File: src/hdl/charge_time_unit_consts.vh
// register offsets, field positions and reset values of the charge time unit
`ifndef CHARGE_TIME_UNIT_CONSTS_VH
`define CHARGE_TIME_UNIT_CONSTS_VH

// ========================================
// register byte offsets
`define OFS_UNIT_CONTROL_HIGH 12'h000
`define OFS_EDGE_CONTROL_LOW 12'h004
`define OFS_CURRENT_SOURCE_CONTROL 12'h008
`define OFS_IRQ_STATUS 12'h00C
`define OFS_IRQ_MASK 12'h010

// ========================================
// unit_control_high fields
`define BIT_UNIT_ENABLE 7
`define BIT_STOP_IN_IDLE 5
`define BIT_DELAY_GEN_ENABLE 4
`define BIT_EDGE_PASS_ENABLE 3
`define BIT_EDGE_ORDER_ENABLE 2
`define BIT_SOURCE_GROUND 1
`define BIT_TRIGGER_ENABLE 0
`define MASK_UNIT_CONTROL_HIGH 8'hBF

// ========================================
// edge_control_low fields
`define BIT_SECOND_EDGE_POLARITY 7
`define POS_SECOND_EDGE_SOURCE 5
`define BIT_FIRST_EDGE_POLARITY 4
`define POS_FIRST_EDGE_SOURCE 2
`define BIT_SECOND_EDGE_SEEN 1
`define BIT_FIRST_EDGE_SEEN 0

// ========================================
// current_source_control fields
`define POS_CURRENT_TRIM_CODE 2
`define POS_CURRENT_RANGE_SELECT 0
`define RANGE_OFF 2'b00
`define RANGE_BASE 2'b01
`define RANGE_TIMES_TEN 2'b10
`define RANGE_TIMES_HUNDRED 2'b11

// ========================================
// reset values
`define RESET_BYTE 8'h00
`define RESET_IRQ 2'b00

`endif

File: src/hdl/charge_time_unit.v
// charge time unit register bank with apb slave, edge flags and current source control
// Functional notes
// - trim code sits in bits 7-2; larger positive codes raise current more.
// - trim code zero gives the nominal current of the selected range.
// - trim is two's complement; all ones is smallest downward step.
// - range select 11 gives one hundred times base current.
// - range 10 gives ten times base, 01 gives base current.
// - range 00 keeps the current source off whatever the trim.
// - reset clears every register; unit disabled and source off.
// - with edge pass enable clear, no edge can set a status flag.
// - with edge order enable set, second edge needs first edge recorded.
`include "charge_time_unit_consts.vh"

module charge_time_unit (
    input wire pclk,
    input wire presetn,
    input wire psel,
    input wire penable,
    input wire pwrite,
    input wire [11:0] paddr,
    input wire [31:0] pwdata,
    input wire [3:0] pstrb,
    output reg [31:0] prdata,
    output reg pready,
    output reg pslverr,
    input wire edge_input_pin_one,
    input wire edge_input_pin_two,
    input wire [1:0] special_event_triggers,
    input wire idle_request,
    output reg irq,
    output reg source_on,
    output reg [2:0] range_onehot,
    output reg [5:0] trim_offset,
    output reg source_ground,
    output reg trigger_out,
    output reg pulse_charge
);
    // =======================================
    // register state
    reg [7:0] unit_control_high;
    reg [7:0] edge_control_low;
    reg [7:0] current_source_control;
    reg [1:0] irq_status;
    reg [1:0] irq_mask;

    wire [3:0] sources;
    wire first_edge;
    wire second_edge;
    wire dec_source_on;
    wire [2:0] dec_range;
    wire [5:0] dec_trim;
    wire setup;
    wire access_wr;
    wire wr_en;
    wire hit_high;
    wire hit_low;
    wire hit_cur;
    wire hit_sts;
    wire hit_msk;
    wire mapped;
    wire unit_enable;
    wire edge_pass_enable;
    wire edge_order_enable;
    wire delay_generation_enable;
    wire source_enable;
    wire set_first;
    wire set_second;
    reg [31:0] next_prdata;
    reg [7:0] next_low;

    assign unit_enable = unit_control_high[`BIT_UNIT_ENABLE];
    assign edge_pass_enable = unit_control_high[`BIT_EDGE_PASS_ENABLE];
    assign edge_order_enable = unit_control_high[`BIT_EDGE_ORDER_ENABLE];
    assign delay_generation_enable = unit_control_high[`BIT_DELAY_GEN_ENABLE];
    assign source_enable = unit_enable && !(unit_control_high[`BIT_STOP_IN_IDLE] && idle_request);

    // source order: 00/01 special event triggers, 10 pin two, 11 pin one
    assign sources = {edge_input_pin_one, edge_input_pin_two, special_event_triggers};

    // =======================================
    // edge detection
    edge_detect u_first (
        .pclk(pclk),
        .presetn(presetn),
        .sources(sources),
        .source_select(edge_control_low[`POS_FIRST_EDGE_SOURCE +: 2]),
        .polarity(edge_control_low[`BIT_FIRST_EDGE_POLARITY]),
        .active_edge(first_edge)
    );

    edge_detect u_second (
        .pclk(pclk),
        .presetn(presetn),
        .sources(sources),
        .source_select(edge_control_low[`POS_SECOND_EDGE_SOURCE +: 2]),
        .polarity(edge_control_low[`BIT_SECOND_EDGE_POLARITY]),
        .active_edge(second_edge)
    );

    // blocked edges never reach the flags; disabled unit ignores edges too
    assign set_first = unit_enable && edge_pass_enable && first_edge;
    assign set_second = unit_enable && edge_pass_enable && second_edge
        && (!edge_order_enable || edge_control_low[`BIT_FIRST_EDGE_SEEN]);

    // =======================================
    // current source decode
    current_source_decode u_decode (
        .pclk(pclk),
        .presetn(presetn),
        .enable(source_enable),
        .range_select(current_source_control[`POS_CURRENT_RANGE_SELECT +: 2]),
        .trim_code(current_source_control[`POS_CURRENT_TRIM_CODE +: 6]),
        .source_on(dec_source_on),
        .range_onehot(dec_range),
        .trim_offset(dec_trim)
    );

    // =======================================
    // apb decode
    assign setup = psel && !penable;
    assign access_wr = psel && penable && pready && pwrite;
    assign wr_en = access_wr && pstrb[0];
    assign hit_high = (paddr == `OFS_UNIT_CONTROL_HIGH);
    assign hit_low = (paddr == `OFS_EDGE_CONTROL_LOW);
    assign hit_cur = (paddr == `OFS_CURRENT_SOURCE_CONTROL);
    assign hit_sts = (paddr == `OFS_IRQ_STATUS);
    assign hit_msk = (paddr == `OFS_IRQ_MASK);
    assign mapped = hit_high || hit_low || hit_cur || hit_sts || hit_msk;

    always @* begin
        next_prdata = 32'h0000_0000;
        if (hit_high) begin
            next_prdata[7:0] = unit_control_high;
        end else if (hit_low) begin
            next_prdata[7:0] = edge_control_low;
        end else if (hit_cur) begin
            next_prdata[7:0] = current_source_control;
        end else if (hit_sts) begin
            next_prdata[1:0] = irq_status;
        end else if (hit_msk) begin
            next_prdata[1:0] = irq_mask;
        end
    end

    // flags: hardware set wins over a software clear in the same cycle
    always @* begin
        next_low = edge_control_low;
        if (wr_en && hit_low) begin
            next_low = pwdata[7:0];
        end
        if (set_first) begin
            next_low[`BIT_FIRST_EDGE_SEEN] = 1'b1;
        end
        if (set_second) begin
            next_low[`BIT_SECOND_EDGE_SEEN] = 1'b1;
        end
    end

    // =======================================
    // apb slave: no wait state, answer in the cycle after setup
    always @(posedge pclk or negedge presetn) begin
        if (!presetn) begin
            pready <= 1'b0;
            pslverr <= 1'b0;
            prdata <= 32'h0000_0000;
        end else begin
            pready <= setup;
            pslverr <= setup && !mapped;
            if (setup && !pwrite) begin
                prdata <= next_prdata;
            end
        end
    end

    // =======================================
    // registers
    always @(posedge pclk or negedge presetn) begin
        if (!presetn) begin
            unit_control_high <= `RESET_BYTE;
            edge_control_low <= `RESET_BYTE;
            current_source_control <= `RESET_BYTE;
            irq_status <= `RESET_IRQ;
            irq_mask <= `RESET_IRQ;
        end else begin
            edge_control_low <= next_low;
            if (wr_en && hit_high) begin
                unit_control_high <= pwdata[7:0] & `MASK_UNIT_CONTROL_HIGH;
            end
            if (wr_en && hit_cur) begin
                current_source_control <= pwdata[7:0];
            end
            if (wr_en && hit_msk) begin
                irq_mask <= pwdata[1:0];
            end
            // write one to clear; a new event in the same cycle survives
            irq_status <= ((wr_en && hit_sts) ? (irq_status & ~pwdata[1:0]) : irq_status)
                | {set_second, set_first};
        end
    end

    // =======================================
    // registered outputs
    always @(posedge pclk or negedge presetn) begin
        if (!presetn) begin
            irq <= 1'b0;
            source_on <= 1'b0;
            range_onehot <= 3'b000;
            trim_offset <= 6'b00_0000;
            source_ground <= 1'b0;
            trigger_out <= 1'b0;
            pulse_charge <= 1'b0;
        end else begin
            irq <= |(irq_status & irq_mask);
            source_on <= dec_source_on;
            range_onehot <= dec_range;
            trim_offset <= dec_trim;
            source_ground <= unit_control_high[`BIT_SOURCE_GROUND];
            trigger_out <= unit_enable && unit_control_high[`BIT_TRIGGER_ENABLE]
                && edge_control_low[`BIT_SECOND_EDGE_SEEN];
            // charging runs from first edge set until second edge in delay mode
            pulse_charge <= unit_enable && delay_generation_enable
                && edge_control_low[`BIT_FIRST_EDGE_SEEN] && !edge_control_low[`BIT_SECOND_EDGE_SEEN];
        end
    end
endmodule

File: src/hdl/edge_detect.v
// polarity-selectable edge detector for one selected event source
module edge_detect (
    input wire pclk,
    input wire presetn,
    input wire [3:0] sources,
    input wire [1:0] source_select,
    input wire polarity,
    output wire active_edge
);
    reg [3:0] previous;
    wire current;
    wire last;

    assign current = sources[source_select];
    assign last = previous[source_select];

    // =======================================
    // history of every source, so a change of select cannot fake an edge
    always @(posedge pclk or negedge presetn) begin
        if (!presetn) begin
            previous <= 4'b0000;
        end else begin
            previous <= sources;
        end
    end

    // polarity 1 means rising, 0 falling
    assign active_edge = polarity ? (current & ~last) : (~current & last);
endmodule

File: src/hdl/current_source_decode.v
// decodes range and trim into analog current source controls
`include "charge_time_unit_consts.vh"
module current_source_decode (
    input wire pclk,
    input wire presetn,
    input wire enable,
    input wire [1:0] range_select,
    input wire [5:0] trim_code,
    output reg source_on,
    output reg [2:0] range_onehot,
    output reg signed [5:0] trim_offset
);
    // =======================================
    // registered decode
    always @(posedge pclk or negedge presetn) begin
        if (!presetn) begin
            source_on <= 1'b0;
            range_onehot <= 3'b000;
            trim_offset <= 6'sb000000;
        end else begin
            source_on <= enable && (range_select != `RANGE_OFF);
            case (range_select)
                `RANGE_BASE: range_onehot <= 3'b001;
                `RANGE_TIMES_TEN: range_onehot <= 3'b010;
                `RANGE_TIMES_HUNDRED: range_onehot <= 3'b100;
                default: range_onehot <= 3'b000;
            endcase
            // two's complement: zero gives nominal, negative codes lower it
            if (range_select == `RANGE_OFF) begin
                trim_offset <= 6'sb000000;
            end else begin
                trim_offset <= $signed(trim_code);
            end
        end
    end
endmodule

File: config.mk
export PLATFORM = sky130hd
export DESIGN_NAME = charge_time_unit
export DESIGN_NICKNAME = d
export VERILOG_FILES = /design/src/hdl/charge_time_unit.v /design/src/hdl/edge_detect.v /design/src/hdl/current_source_decode.v
export VERILOG_INCLUDE_DIRS = /design/src /design/src/hdl
export SDC_FILE = /design/constraint.sdc
export NUM_CORES = 1
export LEC_CHECK = 0
export BUFFER_PORTS_ARGS = -buffer_cell sky130_fd_sc_hd__buf_4
export CORE_MARGIN = 1
export CORE_UTILIZATION = 44
export DETAILED_ROUTE_END_ITERATION = 12
export GPL_ROUTABILITY_DRIVEN = 1
export PLACE_DENSITY = 0.75
export SLEW_MARGIN = 15
export SYNTH_ARGS = -nofsm -noshare
export SYNTH_HDL_FRONTEND = slang
export SYNTH_SLANG_ARGS = --single-unit
export TNS_END_PERCENT = 1
File: constraint.sdc
create_clock -name pclk -period 1.5 [get_ports pclk]
set_input_delay 0.15 -clock pclk [delete_from_list [all_inputs] [get_ports pclk]]
set_output_delay 0.15 -clock pclk [all_outputs]
set_load 0.01 [all_outputs]
**After elaboration in Yosys (flattened, before gate mapping)**

Index checks and enable logic that the tools add are counted.

- Flip-flop bits (word level): 65
- Bits of input ports: 58

- $lt $le $gt $ge: 2
- Equality and inequality tests: 7
- Muxes and demuxes: 22
- Bitwise gates (word level): 12
- Reduce and logical (&&, ||, !) cells: 41

Operators with widths:

| cell | count |
|---|---|
| 12-bit by 4-bit equality test with 1-bit output, second input constant | 2 |
| 1-bit logical AND | 24 |
| 8-bit two-way mux | 2 |
| 12-bit by 3-bit equality test with 1-bit output, second input constant | 1 |
| 12-bit by 5-bit equality test with 1-bit output, second input constant | 1 |
| 12-bit logical NOT | 1 |
| 6-bit two-way mux | 2 |
| 2-bit two-way mux | 5 |
| 3-bit one-hot mux with 3 select lines | 1 |
| 1-bit binary-select mux with 2-bit select | 4 |
| 1-bit two-way mux | 8 |
| 1-bit logical NOT | 6 |
| 2-bit by 3-bit < comparator with 1-bit output, second input constant | 2 |
| 2-bit nonzero test | 3 |
| 1-bit logical OR | 5 |
| 1-bit bitwise AND | 4 |
| 2-bit bitwise AND | 2 |
| 2-bit equality test, second input constant | 2 |
| 1-bit NOT | 4 |
| 2-bit by 1-bit equality test with 1-bit output, second input constant | 1 |
| 2-bit logical NOT | 1 |
| 2-bit NOT | 1 |
| 2-bit OR | 1 |
| 2-bit OR reduction | 1 |

**Longest topological paths before layout**

Gate-level depths: netlist of the first run.

- Depth in word-level cells: 8
- Mapped depth: 6
- Depth with buffers taken out: 5

**By module**

Synthesis of the first run repeated with hierarchy kept, for this count alone.

- Cells, all modules: 245
- Area, all modules: 3,205.6 sq um

By module, submodules not included:

| module | instances | cells each | area each (sq um) |
|---|---|---|---|
| charge_time_unit | 1 | 193 | 2,464.9 |
| edge_detect | 2 | 15 | 200.2 |
| current_source_decode | 1 | 22 | 340.3 |

**Worst setup path after synthesis of the first run**

No wires, ideal clock.

- Path kind: in2reg
- From: in paddr[0]
- To: reg current_source_control[0]
- Library setup time: 125 ps
- Arrival time: 1,878 ps
- Required time: 1,375 ps
- Setup slack: -502 ps
- Cell stages on the path: 4
- Buffers on the path: 0
- Cell sequence: or4_4 or4_4 nor3_4 mux2_2

- Longest elaborated chain between the ends: 2

Ends and longest elaborated chain:

| item | RTL line | source |
|---|---|---|
| from (decl) | charge_time_unit.v:20 | `input wire [11:0] paddr,` |
| 12-bit by 4-bit equality test with 1-bit output (no source line) | -- |  |
| 1-bit logical AND | charge_time_unit.v:189 | `if (wr_en && hit_cur) begin` |
| to (signal assigned) | charge_time_unit.v:181 | `` current_source_control <= `RESET_BYTE; `` |
| to (signal assigned) | charge_time_unit.v:190 | `current_source_control <= pwdata[7:0];` |
| to (decl) | charge_time_unit.v:42 | `reg [7:0] current_source_control;` |

No other way between the ends.
A chain may end at the register's enable or synchronous reset.

**Worst setup path in the final report of the first run**

- From: in paddr[0]
- To: reg current_source_control[6]

The elaborated chain is that of the path after synthesis.

==> metrics, run 1 <==
result of the run complete, but fails checks; violations in the final reports negative hold slack, negative setup slack; area growth from synthesis to final layout 32.44%; total global routing track utilization 20.45%; Worst setup EP type flip-flop; CP Max Fanout 8; ports placed on the boundary 106; clock network latency to the later pin of the worst-skew pair 0.34 ns; count of endpoints failing hold in the final timing report 1; CP peak stage delay 0.53 ns; sequential cell area 1628 sq um; hpwl dp 4.509 mm; die span in y 82.54 um; PortBufs 54; Max Clock Freq roughly 0.6 GHz; weighted congestion reported at the end of routability-driven placement about 0.86; required time of the critical path ~1.7 ns; CTS Root Cell clkbuf_8; most used flip-flop cell after synthesis dfrtp_1; Worst Slack Setup Final -0.1813 ns; maximum count of clock buffers along a single path 2; per-cell routed wire length 15.38 um; Syn Inst Count roughly 240; Layout fillers 493; Die Area between 6000 and 7000 sq um; antenna violations before repair 0; number of global-route vias before repair approximately 2000; synthesis warning total 0; number of flops mapped to enable cells by yosys 0; routed wire length ~6.1 mm; footprint of the multi-input gates 1152 sq um; layout cells sized above 1 41.05%; Critical Path Slowest Stage Cell or4_4; unrepaired setup endpoints after global routing true; number of distinct library cells after synthesis 38; total number of vias just over 2000; power per unit of standard cell area around 950 nW/um^2; GR met3 Demand/Resource 7.033%; number of DRC markers after the initial detailed-route iteration 90; clock slew seen by the registers of the worst setup and hold paths 0.06 ns; clock sinks 65; Rows 28; max-cap violation count 0; number of buffers added by the clock tree synthesis step 9; pre-CTS worst setup slack -0.5663 ns; DRC violation count after routing 0; GR Layer Usage met2 roughly a third; worst hold-check path type input pin to flip-flop; CORE AREA just over 6000 sq um; Worst setup SP type input pin; library cell appearing most often on the critical path or4_4; first drt pass iteration count 4; Post-Route Hold Slack -0.06077 ns; total overflow reported by the global router 0; cell area after synthesis ~2900 sq um; maximum number of pins on one net before global-route repair 36; horizontal die dimension 82.54 um; Final Power 0.003587 W; final design area excluding fillers 3780 sq um; static leakage power 1.884 nW; routing usage on met1 25.90%; routing layer with the top usage in global route met2; Max IR drop VDD 0.0006083 V; Vias/cell between 5 and 6; TritonCTS clock tree built; post-layout min period 1.681 ns; Synth Register Bits 65; cell breakdown of the critical path buf_6 -> or4_4 -> or4_4 -> nor3_4 -> buf_12 -> mux2_4; Detail Route Antenna Nets 0; global-route wire length before repair 9.811 mm; # setup viols final 25; Tcrit/Tclk final 112.1%; category of the most critical setup path input pin to flip-flop; CTS hold repair buffers 4; Final Net Count roughly 380; worst setup skew after layout 0.006243 ns; starting utilization of the core area 46.82%; arrival time at the worst endpoint 1.91 ns; Post-synth ARST share 100.0%; number of antenna repair diodes 0; H-tree levels 3; Mean Syn Cell Area 12.04 sq um; register area share after synthesis 56.99%; instance area at placement 3427 sq um; final slew viol count 0
==> kinds of logic after synthesis <==
logic type,after synthesis,synth area share (%)
and+or+nand+nor,69,13.94
DFF,65,56.99
buffers and inverters,40,8.417
AOI/OAI and AO/OA,33,7.585
muxes,29,12.93
other,1,0.1314
==> layout make-up <==
type | count | share of cell area [%]
clock buffers | 13 | 4.734
clock inverters | 2 | 0.9268
inverters | 8 | 0.7944
multi-input cells | 155 | 30.49
flip-flops and latches | 65 | 43.07
well taps | 75 | 2.483
repair buffers | 81 | 17.51
==> final timing paths <==
check | from | slack (ns) | to | depth (start not counted)
min | edge_input_pin_one | -0.06 | u_second.previous[3] | 1
min reg2reg | u_decode.range_onehot[1] | 0.35 | range_onehot[1] | 0
max | paddr[0] | -0.18 | current_source_control[6] | 6
min in group asynchronous | presetn | 0.28 | pslverr | 2
max reg2reg | edge_control_low[2] | -0.16 | edge_control_low[0] | 5
max in group asynchronous | presetn | 0.70 | pulse_charge | 3
==> per-layer routing <==
metal	share of wire, %	wire length (um)
met1	45	2765
met3	6.0	368
met5	0	0
met2	48	2920
met4	1.4	83
==> critical path, delay by kind of cell <==
family	cells	cell delay [ns]
and+or+nand+nor	3	1.21
muxes	1	0.30
buffers and inverters	2	0.25
==> sequential cells by signal, indices dropped and copies added, names as in the netlist, 2 cells and up <==
| signal | cells |
|---|---|
| current_source_control | 8 |
| edge_control_low | 8 |
| prdata | 8 |
| unit_control_high | 7 |
| trim_offset | 6 |
| u_decode.trim_offset | 6 |
| u_second.previous | 4 |
| range_onehot | 3 |
| u_decode.range_onehot | 3 |
| irq_mask | 2 |
| irq_status | 2 |
==> layout by cell type, fill, tap and decap left out, drive strengths merged, types with 4 or more instances in the layout <==
| master | n |
|---|---|
| mux4 | 4 |
| o21ai | 12 |
| nand2b | 8 |
| nand3b | 4 |
| nor2b | 5 |
| dlygate4sd3 | 4 |
| nand4 | 4 |
| clkbuf | 13 |
| conb | 24 |
| buf | 77 |
| nor2 | 10 |
| o2111ai | 6 |
| nand3 | 6 |
| dfrtp | 65 |
| inv | 8 |
| nand2 | 14 |
| mux2 | 23 |
| a21oi | 6 |
| nor3 | 4 |
==> stage by stage <==
| stage | cells | setup TNS, ns | util [%] |
|---|---|---|---|
| 2_1_floorplan | 260 | -9.350 | - |
| 3_3_place_gp | 380 | -14.33 | 56.22 |
| 3_5_place_dp | 380 | -15.61 | 56.22 |
| 4_1_cts | 399 | -2.281 | 61.64 |
| 5_1_grt | 399 | -3.526 | 62.01 |
| 6_report | 399 | -2.483 | 62.01 |
==> where the power goes <==
group	leakage (nW)	switching, W	total (W)	internal, W
clock network	0.112	0.000630	0.00157	0.000937
logic	0.877	0.000146	0.000255	0.000110
registers	0.895	0.00000379	0.00177	0.00176
==> synth_stat cells (all sizes together) (5+ instances only) <==
cell type	instances	area [sq um]
a21oi	6	30.03
buf	25	183.9
clkbuf	7	26.28
dfrtp	65	1627
inv	8	30.03
mux2	23	259.0
nand2	14	52.55
nand2b	8	50.05
nand3	6	30.03
nor2	10	37.54
nor2b	5	31.28
o2111ai	6	52.55
o21ai	12	60.06
==> repair_timing <==
item | in CTS | in global routing
setup endpoints to repair | 29 | 29
pin swaps | 2 | 1
hold endpoints to repair | 34 | 1
resized for setup | 20 | 9
setup buffers | 0 | 0
Power figures use the tool's default switching activity.
==> run 2, diff against run 1 <==
CORE_MARGIN = 8   (was 1)
SETUP_SLACK_MARGIN = 0.2   (was default)
==> metrics, run 2 (synthesis results as in run 1) <==
result of the run complete, but fails checks; violations in the final reports negative hold slack, negative setup slack; Tcrit/Tclk final 113.3% (+1.2 points); DRC violation count after routing 0 (unchanged); H-tree levels 3 (unchanged); Vias/cell 5.130 (+0.19%); antenna violations before repair 0 (unchanged); post-layout min period 1.699 ns (+0.01820 ns); hpwl dp 4.893 mm (+8.5%); clock sinks 65 (unchanged); Worst R2R End edge_control_low[0]; CP peak stage delay 0.53 ns (about the same); number of global-route vias before repair 2177 (+8.6%); leading cell type in the layout, fill and taps excluded buf_4; Max Clock Freq 0.5884 GHz (-1.1%); clock slew seen by the registers of the worst setup and hold paths 0.07 ns (about the same); starting utilization of the core area 45.20% (-1.6 points); number of antenna repair diodes 0 (unchanged); Hold Path End u_second.previous[3]; instance area at placement 3422 sq um (-0.15%); library cell appearing most often on the critical path or4_4; Critical Path Slowest Stage Cell or4_4; Worst setup EP type flip-flop; worst setup skew after layout 0.006216 ns (-0.00002695 ns); Total Neg Setup Slack -2.132 ns (+0.3513 ns); footprint of the multi-input gates 1157 sq um (+0.43%); CTS hold repair buffers 4 (unchanged); r2r startpoint edge_control_low[2]; Crit path max-delay family simple AND/OR/NAND/NOR gates; number of DRC markers after the initial detailed-route iteration 114 (+27%); count of endpoints failing hold in the final timing report 1 (unchanged); maximum number of pins on one net before global-route repair 31 (-14%); Final Net Count 377 (-0.26%); final design area excluding fillers 3761 sq um (-0.50%); max-cap violation count 0 (unchanged); unrepaired setup endpoints after global routing true; Largest regs current_source_control x8, edge_control_low x8, prdata x8; die span in y 96.54 um (+17%); pre-CTS worst setup slack -0.5682 ns (-0.001934 ns); Post-Route Hold Slack -0.06660 ns (-0.005833 ns); area growth from synthesis to final layout 31.78%; arrival time at the worst endpoint 1.92 ns (about the same); layout cells sized above 1 40.87% (-0.18 points); Rows 29 (+3.6%); clock network latency to the later pin of the worst-skew pair 0.33 ns (about the same); TritonCTS clock tree built; CORE AREA 6314 sq um (+3.6%); count of cells along the worst hold path 1 (unchanged); startpoint of the lowest-slack hold path edge_input_pin_one; Final Power 0.003484 W (-2.9%); per-cell routed wire length 16.64 um (+8.2%); most frequent cells in the layout buf_4 (69), dfrtp_1 (64), conb_1 (24); Worst setup SP type input pin; CTS Root Cell clkbuf_8; Detail Route Antenna Nets 0 (unchanged); routed wire length 6.656 mm (+8.4%); final slew viol count 0 (unchanged); # setup viols final 20 (-20%); Worst Slack Setup Final -0.1995 ns (-0.01820 ns); weighted congestion reported at the end of routability-driven placement 0.8802 (+2.5%); sequential cell area 1628 sq um (unchanged); buffer and inverter count on the worst path 2 (unchanged); global-route wire length before repair 10.77 mm (+9.8%); power per unit of standard cell area 926.3 nW/um^2 (-2.4%); static leakage power 1.870 nW (-0.76%); Final Core Density 59.57% (-2.4 points); first drt pass iteration count 4 (unchanged); required time of the critical path 1.72 ns (about the same); CP Max Fanout 8 (unchanged); horizontal die dimension 96.54 um (+17%); total global routing track utilization 15.33% (-5.1 points); length in cells of the worst reg-to-reg path 5 (unchanged); Layout fillers 536 (+8.7%); worst hold-check path type input pin to flip-flop; ports placed on the boundary 106 (unchanged); Die Area 9319 sq um (+37%); number of buffers added by the clock tree synthesis step 9 (unchanged); category of the most critical setup path input pin to flip-flop; logic depth of the worst path, buffers included 6 (unchanged); cell breakdown of the critical path buf_6 -> or4_4 -> or4_4 -> nor3_4 -> buf_12 -> mux2_4; Max IR drop VDD 0.0006474 V (+6.4%); total number of vias 2052 (+0.44%); PortBufs 54 (unchanged); maximum count of clock buffers along a single path 2 (unchanged); total overflow reported by the global router 0 (unchanged); Register-to-Register Setup Slack -0.18 ns (-0.02 ns)
## run 2: changes by cell type in the layout (fill, tap and decap cells not counted)
cell	change
clkbuf_1	+1
o21ai_0	-3
clkinv_2	+1
nor3_1	+1
clkbuf_8	-2
o21ai_1	+3
buf_4	-1
or4_1	-1
nor3_2	-1
or4_4	+1
o2111ai_1	-1
o2111ai_2	+1
## run 2: routing by layer
| metal | global-route usage (%) | share of wire, % | vias up |
|---|---|---|---|
| li1 | - | - | 954 |
| met2 | 24.01 | 47 | 87 |
| met5 | 0 | 0 | - |
| met1 | 19.39 | 42 | 1000 |
| met4 | 6.810 | 1.5 | 0 |
| met3 | 4.250 | 9.5 | 11 |
## run 2: final cells by class
type,count,share of cell area [%]
sequential,65,43.28
multi-input combinational,155,30.77
timing repair buffer,80,17.40
clock buffer,12,4.125
tap,77,2.562
clock inverter,3,1.065
inverter,8,0.7984
## run 2: worst max-delay path by stage
stage                                end                 from  slack, ns
2_1_floorplan  current_source_control[0]             paddr[0]      -0.45
3_3_place_gp   current_source_control[6]             paddr[0]      -0.55
3_5_place_dp   current_source_control[3]             paddr[0]      -0.57
4_1_cts                    irq_status[1]  edge_control_low[5]      -0.22
5_1_grt                    irq_status[1]  edge_control_low[5]      -0.23
6_report       current_source_control[1]             paddr[0]      -0.20
## run 2: repair_timing
action                                  in CTS  in global routing
setup buffers                                0                  0
endpoints found under the setup margin      35                 35
pin swaps                                    5                  6
endpoints found under the hold margin       52                  1
resized for setup                           27                  6
## run 2: stage by stage
stage | hold WS (ns) | instances
floorplan | -0.1456 | 260
global placement | 0.05647 | 381
detailed placement | 0.05861 | 381
CTS | -0.08497 | 400
global route | -0.08947 | 400
finish | -0.06660 | 400
## run 2: power breakdown
| group | switching (W) | internal (W) |
|---|---|---|
| Sequential | 0.00000451 | 0.00176 |
| Clock | 0.000621 | 0.000844 |
| Combinational | 0.000145 | 0.000108 |
